`config.mk`:
```
export PLATFORM = sky130hd
export DESIGN_NAME = pdm_power_ctrl
export DESIGN_NICKNAME = d
export VERILOG_FILES = /design/src/hdl/pdm_noise_filter.v /design/src/hdl/pdm_stab_timer.v /design/src/hdl/pdm_power_ctrl.v
export VERILOG_INCLUDE_DIRS = /design/src /design/src/hdl
export SDC_FILE = /design/constraint.sdc
export NUM_CORES = 1
export LEC_CHECK = 0
export BUFFER_PORTS_ARGS = -buffer_cell sky130_fd_sc_hd__buf_2
export CAP_MARGIN = 5
export CORE_ASPECT_RATIO = 1.5
export CORE_MARGIN = 1
export CORE_UTILIZATION = 35
export CTS_BUF_LIST = sky130_fd_sc_hd__clkbuf_2 sky130_fd_sc_hd__clkbuf_4 sky130_fd_sc_hd__clkbuf_8
export DETAILED_ROUTE_END_ITERATION = 12
export PLACE_DENSITY = 0.64
export SLEW_MARGIN = 20
export SYNTH_ARGS = -nofsm -noshare
export SYNTH_HDL_FRONTEND = slang
export SYNTH_HIERARCHICAL = 1
export SYNTH_SLANG_ARGS = --single-unit
```
`constraint.sdc`:
```
create_clock -name sys_clk -period 4.6 [get_ports sys_clk]
set_input_delay 0.46 -clock sys_clk [delete_from_list [all_inputs] [get_ports sys_clk]]
set_output_delay 0.46 -clock sys_clk [all_outputs]
set_load 0.05 [all_outputs]
```
`src/hdl/pdm_consts.vh`:
```
// Constants for the power-down mode controller
`ifndef PDM_CONSTS_VH
`define PDM_CONSTS_VH

// ----------------------------------------
// Instruction opcodes
// ----------------------------------------
`define PDM_OP_STOP 8'h7F
`define PDM_OP_IDLE 8'h6F

// ----------------------------------------
// Register byte offsets
// ----------------------------------------
`define PDM_OFS_CLK_CTRL 8'h00
`define PDM_OFS_STOP_CTRL 8'h04
`define PDM_OFS_BT_CTRL 8'h08
`define PDM_OFS_IMR 8'h0C
`define PDM_OFS_EXTCON 8'h10
`define PDM_OFS_STATUS 8'h14

// ----------------------------------------
// Reset values and fields
// ----------------------------------------
`define PDM_CLK_CTRL_RST 8'h00
`define PDM_STOP_CTRL_RST 8'h00
`define PDM_BT_CTRL_RST 8'h00
`define PDM_IMR_RST 8'h00
`define PDM_EXTCON_RST 8'h00
`define PDM_STOP_KEY 8'hA5
`define PDM_DIV_HI 4
`define PDM_DIV_LO 3
`define PDM_CAP_EN_BIT 3
`define PDM_START_ADDR 16'h0100
`define PDM_FILT_LEN 4

`endif

```
`src/hdl/pdm_noise_filter.v`:
```
// Noise filter for the external wake lines, one stage per line
`timescale 1ns/10ps
`default_nettype none
module pdm_noise_filter #(
  parameter WIDTH = 4,
  parameter LEN = 4
) (
  input wire sys_clk,
  input wire rst_n,
  input wire ce,
  input wire [WIDTH-1:0] raw_in,
  output wire [WIDTH-1:0] clean_out
);
  genvar g;
  // ----------------------------------------
  // Per-line stable-level filter
  // ----------------------------------------
  generate
    for (g = 0; g < WIDTH; g = g + 1) begin : g_line
      reg [7:0] cnt_r;
      reg out_r;
      // Output follows input only after LEN equal samples, rejecting glitches
      always @(posedge sys_clk) begin
        if (!rst_n) begin
          cnt_r <= 8'h00;
          out_r <= 1'b0;
        end else if (ce) begin
          if (raw_in[g] == out_r) begin
            cnt_r <= 8'h00;
          end else if (cnt_r == LEN[7:0] - 8'h01) begin
            cnt_r <= 8'h00;
            out_r <= raw_in[g];
          end else begin
            cnt_r <= cnt_r + 8'h01;
          end
        end
      end
      assign clean_out[g] = out_r;
    end
  endgenerate
endmodule
`default_nettype wire

```
`src/hdl/pdm_stab_timer.v`:
```
// Oscillation stabilization counter driven by the basic timer setting
`timescale 1ns/10ps
`default_nettype none
module pdm_stab_timer #(
  parameter STAB_UNIT = 256
) (
  input wire sys_clk,
  input wire rst_n,
  input wire ce,
  input wire start,
  input wire [1:0] sel,
  output reg done_r
);
  reg [19:0] cnt_r;
  reg run_r;
  wire [19:0] unit_w;
  wire [19:0] limit_w;

  // Interval is the unit scaled by 4 per select step
  assign unit_w = STAB_UNIT[19:0];
  assign limit_w = unit_w << {sel, 1'b0};

  // ----------------------------------------
  // Counter
  // ----------------------------------------
  // A new start restarts the count; done is a one-cycle pulse
  always @(posedge sys_clk) begin
    if (!rst_n) begin
      cnt_r <= 20'h00000;
      run_r <= 1'b0;
      done_r <= 1'b0;
    end else if (ce) begin
      done_r <= 1'b0;
      if (start) begin
        cnt_r <= 20'h00001;
        run_r <= 1'b1;
      end else if (run_r) begin
        if (cnt_r >= limit_w) begin
          run_r <= 1'b0;
          done_r <= 1'b1;
        end else begin
          cnt_r <= cnt_r + 20'h00001;
        end
      end
    end
  end
endmodule
`default_nettype wire

```
`src/hdl/pdm_power_ctrl.v`:
```
// Power-down mode controller: Stop/Idle sequencing with AHB-Lite registers
`timescale 1ns/10ps
`default_nettype none
`include "pdm_consts.vh"
module pdm_power_ctrl #(
  parameter STAB_UNIT = 256,
  parameter FILT_LEN = `PDM_FILT_LEN
) (
  input wire sys_clk,
  input wire rst_n,
  input wire ce,
  input wire ext_reset,
  input wire instr_valid,
  input wire [7:0] instr_opcode,
  input wire [7:0] irq_req,
  input wire ext_irq_line_a,
  input wire ext_irq_line_b,
  input wire ext_irq_line_c,
  input wire timer0_capture_pin,
  input wire vsync_out,
  input wire hsel,
  input wire [31:0] haddr,
  input wire [1:0] htrans,
  input wire hwrite,
  input wire [2:0] hsize,
  input wire [31:0] hwdata,
  input wire hready,
  output reg [31:0] hrdata,
  output reg hreadyout,
  output reg hresp,
  output reg osc_en_r,
  output reg cpu_clk_en_r,
  output reg periph_clk_en_r,
  output reg [1:0] cpu_div_sel_r,
  output reg port_dir_hold_r,
  output reg ctrl_defaults_r,
  output reg core_start_r,
  output reg [15:0] start_addr_r,
  output reg irq_service_r,
  output reg [3:0] wake_src_r
);
  // ----------------------------------------
  // States
  // ----------------------------------------
  // State meanings:
  //   RUN   - CPU clocked, opcodes decoded, no power saving active
  //   IDLE  - CPU clock gated, oscillator and peripherals still running
  //   STOP  - oscillator, CPU and peripherals halted, registers kept
  //   STAB  - oscillator restarted, CPU held until the interval ends
  //   RHOLD - reset pin active, control registers forced to defaults
  // Reset and interrupt wakes share STAB; a flag remembers which one
  // started it so the hand-off pulse goes to the right CPU input.
  //
  // Register map, one byte per aligned word except the 12-bit status, upper bits read zero:
  //   00 clock control: bits 4:3 pick the CPU clock divider
  //   04 stop control: Stop is refused unless it holds the key value
  //   08 basic timer control: bits 1:0 pick the stabilization interval
  //   0C interrupt mask: one bit per request level
  //   10 external line control: bits 2:0 enable lines a to c,
  //      bit 3 capture mode, bits 6:4 edge polarity (1 = rising)
  //   14 status, read only: filtered lines, last Stop wake source, state
  //
  // Limitation: the key check makes a stray stop opcode harmless only until the key is written, at
  // the price of one extra register write before the first Stop entry after a reset.
  localparam [2:0] ST_RUN = 3'b000;
  localparam [2:0] ST_IDLE = 3'b001;
  localparam [2:0] ST_STOP = 3'b010;
  localparam [2:0] ST_STAB = 3'b011;
  localparam [2:0] ST_RHOLD = 3'b100;

  reg [2:0] state_r;
  reg [2:0] state_nxt;
  reg stab_irq_r;
  reg [7:0] clock_control_reg;
  reg [7:0] stop_control_reg;
  reg [7:0] basic_timer_ctrl_reg;
  reg [7:0] irq_mask_reg;
  reg [7:0] ext_irq_ctrl_reg;
  reg wr_pend_r;
  reg [7:0] wr_addr_r;
  reg [3:0] filt_prev_r;
  reg vsync_prev_r;
  reg stab_start;
  wire [3:0] filt_w;
  wire [3:0] edge_w;
  wire [3:0] stop_wake_w;
  wire vs_edge_w;
  wire idle_wake_w;
  wire stab_done_w;
  wire op_stop_w;
  wire op_idle_w;
  wire addr_ok_w;

  // ----------------------------------------
  // Wake sources
  // ----------------------------------------
  // All four external lines pass the RC-style filter before use
  pdm_noise_filter #(
    .WIDTH(4),
    .LEN(FILT_LEN)
  ) u_filt (
    .sys_clk(sys_clk),
    .rst_n(rst_n),
    .ce(ce),
    .raw_in({timer0_capture_pin, ext_irq_line_c, ext_irq_line_b,
      ext_irq_line_a}),
    .clean_out(filt_w)
  );

  // Edge history of the filtered lines and the sync output
  always @(posedge sys_clk) begin
    if (!rst_n) begin
      filt_prev_r <= 4'h0;
      vsync_prev_r <= 1'b0;
    end else if (ce) begin
      filt_prev_r <= filt_w;
      vsync_prev_r <= vsync_out;
    end
  end

  // Line polarity bits 6:4 pick rising (1) or falling (0) edges
  assign edge_w[0] = ext_irq_ctrl_reg[4] ? (filt_w[0] & ~filt_prev_r[0])
    : (~filt_w[0] & filt_prev_r[0]);
  assign edge_w[1] = ext_irq_ctrl_reg[5] ? (filt_w[1] & ~filt_prev_r[1])
    : (~filt_w[1] & filt_prev_r[1]);
  assign edge_w[2] = ext_irq_ctrl_reg[6] ? (filt_w[2] & ~filt_prev_r[2])
    : (~filt_w[2] & filt_prev_r[2]);
  // Capture fires on either edge of the pin or the sync output
  assign vs_edge_w = vsync_out ^ vsync_prev_r;
  assign edge_w[3] = (filt_w[3] ^ filt_prev_r[3]) | vs_edge_w;

  // Stop wake: only enabled filtered lines and capture-mode timer0
  assign stop_wake_w[2:0] = edge_w[2:0] & ext_irq_ctrl_reg[2:0];
  assign stop_wake_w[3] = edge_w[3] &
    ext_irq_ctrl_reg[`PDM_CAP_EN_BIT];
  // Idle wake: any unmasked request; all masked leaves only reset
  assign idle_wake_w = |(irq_req & irq_mask_reg);

  // Stop needs the key in the stop control register alongside the opcode
  assign op_stop_w = instr_valid && (instr_opcode == `PDM_OP_STOP) &&
    (stop_control_reg == `PDM_STOP_KEY);
  assign op_idle_w = instr_valid &&
    (instr_opcode == `PDM_OP_IDLE);

  // ----------------------------------------
  // Stabilization timer
  // ----------------------------------------
  pdm_stab_timer #(
    .STAB_UNIT(STAB_UNIT)
  ) u_stab (
    .sys_clk(sys_clk),
    .rst_n(rst_n),
    .ce(ce),
    .start(stab_start),
    .sel(basic_timer_ctrl_reg[1:0]),
    .done_r(stab_done_w)
  );

  // ----------------------------------------
  // Mode sequencer
  // ----------------------------------------
  // Next state; reset pin overrides everything
  always @* begin
    state_nxt = state_r;
    stab_start = 1'b0;
    if (ext_reset) begin
      state_nxt = ST_RHOLD;
    end else begin
      case (state_r)
        ST_RUN: begin
          if (op_stop_w) begin
            state_nxt = ST_STOP;
          end else if (op_idle_w) begin
            state_nxt = ST_IDLE;
          end
        end
        ST_IDLE: begin
          if (idle_wake_w) begin
            state_nxt = ST_RUN;
          end
        end
        ST_STOP: begin
          // Besides the reset pin, only a qualifying external edge leaves Stop
          if (|stop_wake_w) begin
            state_nxt = ST_STAB;
            stab_start = 1'b1;
          end
        end
        ST_RHOLD: begin
          state_nxt = ST_STAB;
          stab_start = 1'b1;
        end
        ST_STAB: begin
          if (stab_done_w) begin
            state_nxt = ST_RUN;
          end
        end
        default: begin
          state_nxt = ST_RUN;
        end
      endcase
    end
  end

  // State register and wake bookkeeping
  always @(posedge sys_clk) begin
    if (!rst_n) begin
      state_r <= ST_RHOLD;
      stab_irq_r <= 1'b0;
      wake_src_r <= 4'h0;
    end else if (ce) begin
      state_r <= state_nxt;
      if (ext_reset) begin
        stab_irq_r <= 1'b0;
      end else if (state_r == ST_STOP && (|stop_wake_w)) begin
        stab_irq_r <= 1'b1;
        wake_src_r <= stop_wake_w;
      end else if (state_r == ST_RHOLD) begin
        stab_irq_r <= 1'b0;
      end
    end
  end

  // ----------------------------------------
  // Clock gating and CPU hand-off outputs
  // ----------------------------------------
  // Oscillator and peripherals stop only in Stop; CPU clock runs only in
  // Run, so the stabilization wait never lets the CPU see an unsettled clock
  always @(posedge sys_clk) begin
    if (!rst_n) begin
      osc_en_r <= 1'b1;
      cpu_clk_en_r <= 1'b0;
      periph_clk_en_r <= 1'b1;
      port_dir_hold_r <= 1'b0;
      ctrl_defaults_r <= 1'b1;
      core_start_r <= 1'b0;
      start_addr_r <= `PDM_START_ADDR;
      irq_service_r <= 1'b0;
      cpu_div_sel_r <= 2'b00;
    end else if (ce) begin
      osc_en_r <= (state_nxt != ST_STOP);
      periph_clk_en_r <= (state_nxt != ST_STOP);
      cpu_clk_en_r <= (state_nxt == ST_RUN);
      port_dir_hold_r <= (state_nxt == ST_IDLE);
      ctrl_defaults_r <= ext_reset;
      start_addr_r <= `PDM_START_ADDR;
      // Reset path restarts the core at the reset vector
      core_start_r <= (state_r == ST_STAB) && stab_done_w &&
        !stab_irq_r && !ext_reset;
      // Interrupt path resumes in place and takes the interrupt at once
      irq_service_r <= !ext_reset && (((state_r == ST_STAB) && stab_done_w &&
        stab_irq_r) || ((state_r == ST_IDLE) && idle_wake_w));
      // Divider tracks bits 4:3; an interrupt wake keeps the old choice
      cpu_div_sel_r <= clock_control_reg[`PDM_DIV_HI:`PDM_DIV_LO];
    end
  end

  // ----------------------------------------
  // AHB-Lite slave
  // ----------------------------------------
  // Word-aligned offsets inside the low byte; anything else is unmapped
  assign addr_ok_w = (haddr[31:8] == 24'h000000) && (haddr[1:0] == 2'b00);

  // Zero wait state: read data is captured in the address phase.
  // Writes are remembered in the address phase and land with the data
  // phase edge, since hwdata is only valid one cycle after the address.
  // A read issued right after a write to the same offset therefore
  // still sees the old value: the write lands at the edge that takes the
  // read address phase, and the read mux samples the pre-edge registers.
  // Only whole-word transfers update a register; narrower sizes are
  // dropped silently because the response is always OKAY.
  always @(posedge sys_clk) begin
    if (!rst_n) begin
      hrdata <= 32'h00000000;
      hreadyout <= 1'b1;
      hresp <= 1'b0;
      wr_pend_r <= 1'b0;
      wr_addr_r <= 8'h00;
    end else if (ce) begin
      hreadyout <= 1'b1;
      hresp <= 1'b0;
      if (hready) begin
        wr_pend_r <= hsel && htrans[1] && hwrite && addr_ok_w &&
          (hsize == 3'b010);
        wr_addr_r <= haddr[7:0];
        if (hsel && htrans[1] && !hwrite) begin
          case (addr_ok_w ? haddr[7:0] : 8'hFF)
            `PDM_OFS_CLK_CTRL: hrdata <= {24'h000000, clock_control_reg};
            `PDM_OFS_STOP_CTRL: hrdata <= {24'h000000, stop_control_reg};
            `PDM_OFS_BT_CTRL: hrdata <= {24'h000000, basic_timer_ctrl_reg};
            `PDM_OFS_IMR: hrdata <= {24'h000000, irq_mask_reg};
            `PDM_OFS_EXTCON: hrdata <= {24'h000000, ext_irq_ctrl_reg};
            `PDM_OFS_STATUS: hrdata <= {20'h00000, filt_w, wake_src_r,
              1'b0, state_r};
            default: hrdata <= 32'h00000000;
          endcase
        end
      end
    end
  end

  // ----------------------------------------
  // Control registers
  // ----------------------------------------
  // The reset pin returns every control register to default; a Stop wake
  // by interrupt never touches them, so their values survive Stop.
  // Data held elsewhere in the core is not reset here at all, which
  // is what keeps data registers intact across a reset-pin wake.
  // Hazard: a write in flight while the reset pin rises is lost; the
  // reset branch wins so defaults are always clean afterwards.
  always @(posedge sys_clk) begin
    if (!rst_n || ext_reset) begin
      clock_control_reg <= `PDM_CLK_CTRL_RST;
      stop_control_reg <= `PDM_STOP_CTRL_RST;
      basic_timer_ctrl_reg <= `PDM_BT_CTRL_RST;
      irq_mask_reg <= `PDM_IMR_RST;
      ext_irq_ctrl_reg <= `PDM_EXTCON_RST;
    end else if (ce && wr_pend_r) begin
      // Only writes change these, never a wake event
      case (wr_addr_r)
        `PDM_OFS_CLK_CTRL: clock_control_reg <= hwdata[7:0];
        `PDM_OFS_STOP_CTRL: stop_control_reg <= hwdata[7:0];
        `PDM_OFS_BT_CTRL: basic_timer_ctrl_reg <= hwdata[7:0];
        `PDM_OFS_IMR: irq_mask_reg <= hwdata[7:0];
        `PDM_OFS_EXTCON: ext_irq_ctrl_reg <= hwdata[7:0];
        default: irq_mask_reg <= irq_mask_reg;
      endcase
    end
  end
endmodule
`default_nettype wire

```
==> flow_metrics.py, run 1 <==
metrics = {
    "global_routing": {
        "use_met2": 0.291,
        "grt_pass1_vias": 5531,
        "grt_use_met3": 0.0347,
        "track_usage": 0.166,
        "use_met1": 0.195,
        "top_usage_layer": "met2",
        "grt_pass1_wl_um": 27800,
        "gr-total-overflow": 0,
        "antenna_found_initial": 0,
        "grt_max_degree": 53,
    },
    "timing": {
        "tightest_slew_ps": 825,
        "setup-violations-final": 0,
        "period_share": 0.572,
        "finClkSkew_ps": 16.6,
        "drv_slew": 0,
        "setup_tns_ps": 0,
        "finalHoldViolations": 0,
        "maxSlewHeadroom": 0.448,
        "fin_crit_ps": 2630,
        "rsz0062_at_grt": "no",
        "timing.fmax_ghz": 0.380,
    },
    "run_status": {
        "status": "complete, no violations",
    },
    "power": {
        "p_clk_frac": 0.426,
        "p_sw_w": 0.000684,
        "power.total_w": 0.00258,
        "internal-power_w": 0.00190,
        "p_leak_nw": 3.31,
        "ir_worst_vdd_mv": 0.191,
        "pwr-share-comb": 0.094,
        "switching_share": 0.265,
        "pwr-share-seq": 0.480,
        "cellPowerDensity_nw_per_um2": 317,
    },
    "clock_tree": {
        "clkSlewWorstSetupHoldPaths_ps": 80,
        "cts_tree": "done",
        "cts_buffer_depth": 2,
        "cts.sinks": 140,
        "cts_root_buf": "clkbuf_8",
        "postCtsSetupBuffers": 0,
        "cts_hold_buffers": 0,
        "clock_latency_ps": 450,
        "htree_levels": 4,
        "cts_made_buffers": 17,
        "cts_resized": 0,
    },
    "critical_path": {
        "crit_type": "flip-flop to flip-flop",
        "crit_chain": "or3b_1 > a21boi_0 > nor4_1 > o21a_1 > nor2_1 > nor2b_1 > nand2_1 > o31ai_1",
        "worstPathMaxFanout": 9,
        "worstPathArrival_ps": 2990,
        "critPathCaptureType": "flip-flop",
        "required_ps": 4960,
        "startpoint_type": "flip-flop",
        "critPathMaxStageDelay_ps": 630,
        "cpMaxStageDelayCell": "nor2b_1",
    },
    "final_layout": {
        "fin_nets": 985,
        "design_area_um2": 8140,
        "mostFrequentLayoutCells": "140 x dfxtp_1, 97 x buf_2, 76 x nand2_1",
        "regArea_um2": 2800,
        "nFillCells": 2128,
        "largest_register_ffs": 32,
        "multi_input_area_um2": 4040,
        "synthToLayoutAreaGrowth_pct": 12.8,
        "drive_gt1_frac": 0.202,
        "final_common_cell": "dfxtp_1",
        "stdcell_count": 1150,
        "largest_register": "u_filt/g_line.cnt_r",
        "top_regs": "u_filt/g_line.cnt_r x32, u_stab/cnt_r x20, hrdata x12",
        "antenna_cells": 0,
    },
    "floorplanning": {
        "die_x_um": 119,
        "coreArea_um2": 20300,
        "die_area_um2": 21200,
        "io_pins": 161,
        "die_y_um": 178,
        "initial_core_util": 0.355,
        "std_cell_rows": 64,
    },
    "drt": {
        "wl_um": 17200,
        "antenna_left": 0,
        "vias_per_cell": 5.19,
        "num_vias": 5965,
        "post_drt_wl_per_cell_um": 15.0,
        "first_iter_violations": 299,
        "dr.pass1.iters": 5,
        "drc": 0,
    },
    "yosys": {
        "synth_warnings": 6,
        "avgSynthCellArea_um2": 9.09,
        "synthCells": 794,
        "syn_area_um2": 7220,
        "synth_ff_type": "dfxtp_1",
        "synth.distinct_cells": 76,
        "synth_seq_cells": 140,
        "ys_seq_area_frac": 0.388,
        "synthArstFlopShare": 0,
        "synth_edf_count": 0,
    },
    "placement": {
        "portBuffers": 97,
        "gp_congestion": 0.829,
        "placed_area_um2": 7700,
        "dp_hpwl_um": 12600,
        "dp.cells": 1118,
    },
    "run": {
        "maxCapViolCount": 0,
    },
    "worst_hold_path": {
        "worstHoldPathType": "primary input to flip-flop",
    },
}
[worst max-delay path: cells and delay by family, from the launching register on]
family | cells | cell delay [ps]
AND/OR/NAND/NOR | 5 | 1490
flip-flops | 1 | 480
AO/OA/AOI/OAI | 3 | 570
[layer usage]
layer / share of wire / routed length, um
met1: 0.43 / 7390
met4: 0.029 / 495
met2: 0.50 / 8590
met5: 0 / 0
met3: 0.043 / 744
[final cells by class]
class / count / share of cell area
multi-input combinational: 607 / 0.496
sequential: 140 / 0.344
timing repair buffer: 100 / 0.0624
tap: 264 / 0.0406
clock buffer: 19 / 0.0306
clock inverter: 13 / 0.0230
inverter: 7 / 0.00323
[cell usage after synthesis, types with 3 or more instances]
cell type	n	area, um^2
and4_1	4	35.0
mux2i_1	44	440
a21boi_0	23	173
nor3_1	9	45.0
mux4_2	7	158
nor3b_1	5	37.5
inv_1	6	22.5
o211ai_1	6	45.0
and3_1	7	43.8
nor4b_2	3	45.0
o31ai_1	4	30.0
o2bb2ai_1	6	52.6
nor4_1	9	56.3
nand2_1	76	285
nand3_1	52	260
and2_1	7	43.8
a22o_1	6	52.6
dfxtp_1	140	2800
clkbuf_1	16	60.1
a22oi_1	13	97.6
a31oi_1	22	138
a21o_1	3	22.5
nand2b_1	24	150
mux2_2	8	90.1
nor2_1	50	188
buf_4	43	323
a41oi_1	8	70.1
xnor2_1	8	70.1
buf_2	12	60.1
ha_1	14	175
a211oi_2	3	37.5
o21a_1	4	30.0
a22o_2	4	40.0
xor2_1	3	26.3
nand4_1	8	50.1
nor4_2	3	37.5
nor2b_1	20	125
nand3b_1	7	52.6
a21oi_1	26	130
o21ai_0	26	130
or4_1	4	30.0
nand4b_1	6	52.6
[final timing paths]
check	startpoint	cells after the start	slack, ps	endpoint
worst max-delay path	u_filt/g_line[1].out_r$_SDFFE_PN0P_	8	1970	u_stab/cnt_r[9]$_SDFFE_PN0P_
worst min-delay path	haddr[7]	3	270	wr_addr_r[7]$_SDFFE_PN0P_
worst min register to register	ctrl_defaults_r$_SDFFE_PN1P_	2	450	ctrl_defaults_r$_SDFFE_PN1P_
worst max register to register	u_filt/g_line[1].out_r$_SDFFE_PN0P_	8	1970	u_stab/cnt_r[9]$_SDFFE_PN0P_
[metrics by stage]
stage	worst slack, ps	util	hold slack, ps
after floorplan	2250	-	431
after global placement	1860	0.379	438
after detailed placement	1840	0.379	442
after CTS	1980	0.400	238
after global routing	1750	0.400	257
final	1970	0.400	266
[power groups by stage]
stage / Sequential, W / Combinational, W / Clock (W)
floorplan: 0.00127 / 0.000196 / 0
global route: 0.00124 / 0.000262 / 0.00118
CTS: 0.00124 / 0.000244 / 0.00113
detailed placement: 0.00127 / 0.000243 / 0
global placement: 0.00127 / 0.000242 / 0
finish: 0.00124 / 0.000243 / 0.00110
[logic make-up (layout without fill, tap and decap cells)]
family	after synthesis	in the layout	share of synthesized area
buffers and inverters	83	139	0.0713
other	2	38	0.00104
AO/OA/AOI/OAI	167	167	0.160
AND/OR/NAND/NOR	318	318	0.246
adder cells (fa/ha/maj)	14	14	0.0243
XOR/XNOR	11	11	0.0134
multiplexers	59	59	0.0954
flip-flops	140	140	0.388
No activity file was read; power rests on OpenSTA's default activity.
==> run 2: changes to the inputs <==
PLACE_DENSITY = 0.66   (was 0.64)
clock period = 2.2 ns   (was 4.6 ns; I/O delays follow)
==> run 2 against run 1 <==
Compared with the run above: the flow now finishes with violations (DRC); clock power is 95% higher; sequential power is 110% higher; largest power group unchanged; sequential cell count stayed put; die area stayed put; via count is 5.5% higher; critical path type unchanged; cell area is 6.7% higher; critical path depth is 2 higher.
==> flow_metrics.py, run 2 (synthesis gave the netlist of run 1 again) <==
metrics = {
    "run_status": {
        "status": "finished with violations",
        "violations": "DRC",
    },
    "placement": {
        "placed_area_um2": 8020,
        "portBuffers": 97,
        "dp_hpwl_um": 13300,
        "dp.cells": 1160,
        "gp_congestion": 0.821,
    },
    "timing": {
        "tightest_slew_ps": 620,
        "finalHoldViolations": 0,
        "period_share": 0.987,
        "timing.fmax_ghz": 0.461,
        "finClkSkew_ps": 13.6,
        "fin_crit_ps": 2170,
        "drv_slew": 0,
        "setup-violations-final": 0,
        "maxSlewHeadroom": 0.586,
    },
    "drt": {
        "first_iter_violations": 282,
        "wl_um": 18300,
        "drc": 1,
        "vias_per_cell": 5.20,
        "num_vias": 6294,
        "dr.pass1.iters": 9,
        "post_drt_wl_per_cell_um": 15.1,
        "antenna_left": 0,
    },
    "floorplanning": {
        "die_y_um": 178,
        "die_area_um2": 21200,
        "initial_core_util": 0.355,
        "die_x_um": 119,
        "std_cell_rows": 64,
        "io_pins": 161,
        "coreArea_um2": 20300,
    },
    "critical_path": {
        "critPathCaptureType": "flip-flop",
        "cpMaxStageDelayCell": "or4_1",
        "crit_chain": "buf_6 > nand4b_1 > nand2_2 > nor4_4 > o21a_4 > nor2_4 > nand2b_4 > buf_4 > or4_1 > nand3_1",
        "worstPathArrival_ps": 2580,
        "required_ps": 2600,
        "crit_type": "flip-flop to flip-flop",
        "critPathMaxStageDelay_ps": 460,
        "startpoint_type": "flip-flop",
        "worstPathMaxFanout": 4,
    },
    "power": {
        "cellPowerDensity_nw_per_um2": 611,
        "ir_worst_vdd_mv": 0.376,
        "p_leak_nw": 3.65,
    },
    "final_layout": {
        "fin_nets": 1045,
        "nFillCells": 2065,
        "antenna_cells": 0,
        "largest_register": "u_filt/g_line.cnt_r",
        "mostFrequentLayoutCells": "136 x dfxtp_1, 97 x buf_2, 72 x nand2_1",
        "top_regs": "u_filt/g_line.cnt_r x32, u_stab/cnt_r x20, hrdata x12",
        "stdcell_count": 1210,
        "design_area_um2": 8690,
        "synthToLayoutAreaGrowth_pct": 20.4,
        "drive_gt1_frac": 0.272,
        "final_common_cell": "dfxtp_1",
        "largest_register_ffs": 32,
    },
    "global_routing": {
        "gr-total-overflow": 0,
        "grt_pass1_wl_um": 28900,
        "antenna_found_initial": 0,
        "grt_max_degree": 41,
        "grt_pass1_vias": 5808,
        "track_usage": 0.173,
    },
    "clock_tree": {
        "clock_latency_ps": 460,
        "cts_tree": "done",
        "cts_root_buf": "clkbuf_8",
        "clkSlewWorstSetupHoldPaths_ps": 80,
        "htree_levels": 4,
        "cts_made_buffers": 17,
        "cts_buffer_depth": 2,
        "cts.sinks": 140,
    },
    "run": {
        "maxCapViolCount": 0,
    },
    "worst_hold_path": {
        "worstHoldPathType": "primary input to flip-flop",
    },
}
run 2: area by class of cell:
cell class	count	area (um^2)	share of cell area
clock buffer	22	297	0.0341
sequential	140	2810	0.323
timing repair buffer	160	986	0.113
inverter	7	26.3	0.00302
clock inverter	10	113	0.0130
multi-input combinational	607	4130	0.475
tap	264	330	0.0380
run 2: final timing paths:
path                                         start  slack, ps                      endpoint  cells after the start
setup reg to reg  ext_irq_ctrl_reg[4]$_SDFFE_PP0P_         30  u_stab/cnt_r[7]$_SDFFE_PN0P_                     10
hold reg to reg       ctrl_defaults_r$_SDFFE_PN1P_        450  ctrl_defaults_r$_SDFFE_PN1P_                      2
setup / recovery  ext_irq_ctrl_reg[4]$_SDFFE_PP0P_         30  u_stab/cnt_r[7]$_SDFFE_PN0P_                     10
hold / removal                            haddr[1]         30     wr_addr_r[1]$_SDFFE_PN0P_                      3
run 2: critical path: cells and delay by family, from the launching register on:
| kind | cells | cell delay (ps) |
|---|---|---|
| AO/OA/AOI/OAI | 1 | 190 |
| buffers and inverters | 2 | 270 |
| flip-flops | 1 | 340 |
| AND/OR/NAND/NOR | 7 | 1330 |
run 2: timing repair:
action / CTS / global route
pin swaps: 2 / 12
hold endpoints to repair: 2 / 0
setup buffers: 11 / 7
endpoints found under the setup margin: 15 / 17
hold buffers: 2 / 0
resized for setup: 12 / 27
run 2: report_power, final:
group	switching, W	internal (W)
Combinational	0.000393	0.000195
Sequential	0.0000288	0.00256
Clock	0.00100	0.00114
Total	0.00142	0.00389
run 2: metal layers:
| layer | wire [um] | track usage | up-vias |
|---|---|---|---|
| met5 | 0 | 0 | - |
| met4 | 503 | 0.0865 | 0 |
| met3 | 780 | 0.0334 | 39 |
| met2 | 9420 | 0.305 | 197 |
| met1 | 7630 | 0.198 | 2954 |
| li1 | - | - | 3104 |
run 2: stage by stage:
stage / utilization / setup WS [ps] / hold slack, ps / TNS, ps / total power, W
detailed placement: 0.394 / -127 / 446 / -777 / 0.00320
global route: 0.427 / -40.3 / 32.0 / -193 / 0.00552
floorplan: - / 15.2 / 364 / 0 / 0.00306
finish: 0.427 / 29.4 / 27.7 / 0 / 0.00531
CTS: 0.421 / -10.8 / 1.14 / -28.0 / 0.00535
global placement: 0.394 / -117 / 441 / -526 / 0.00320
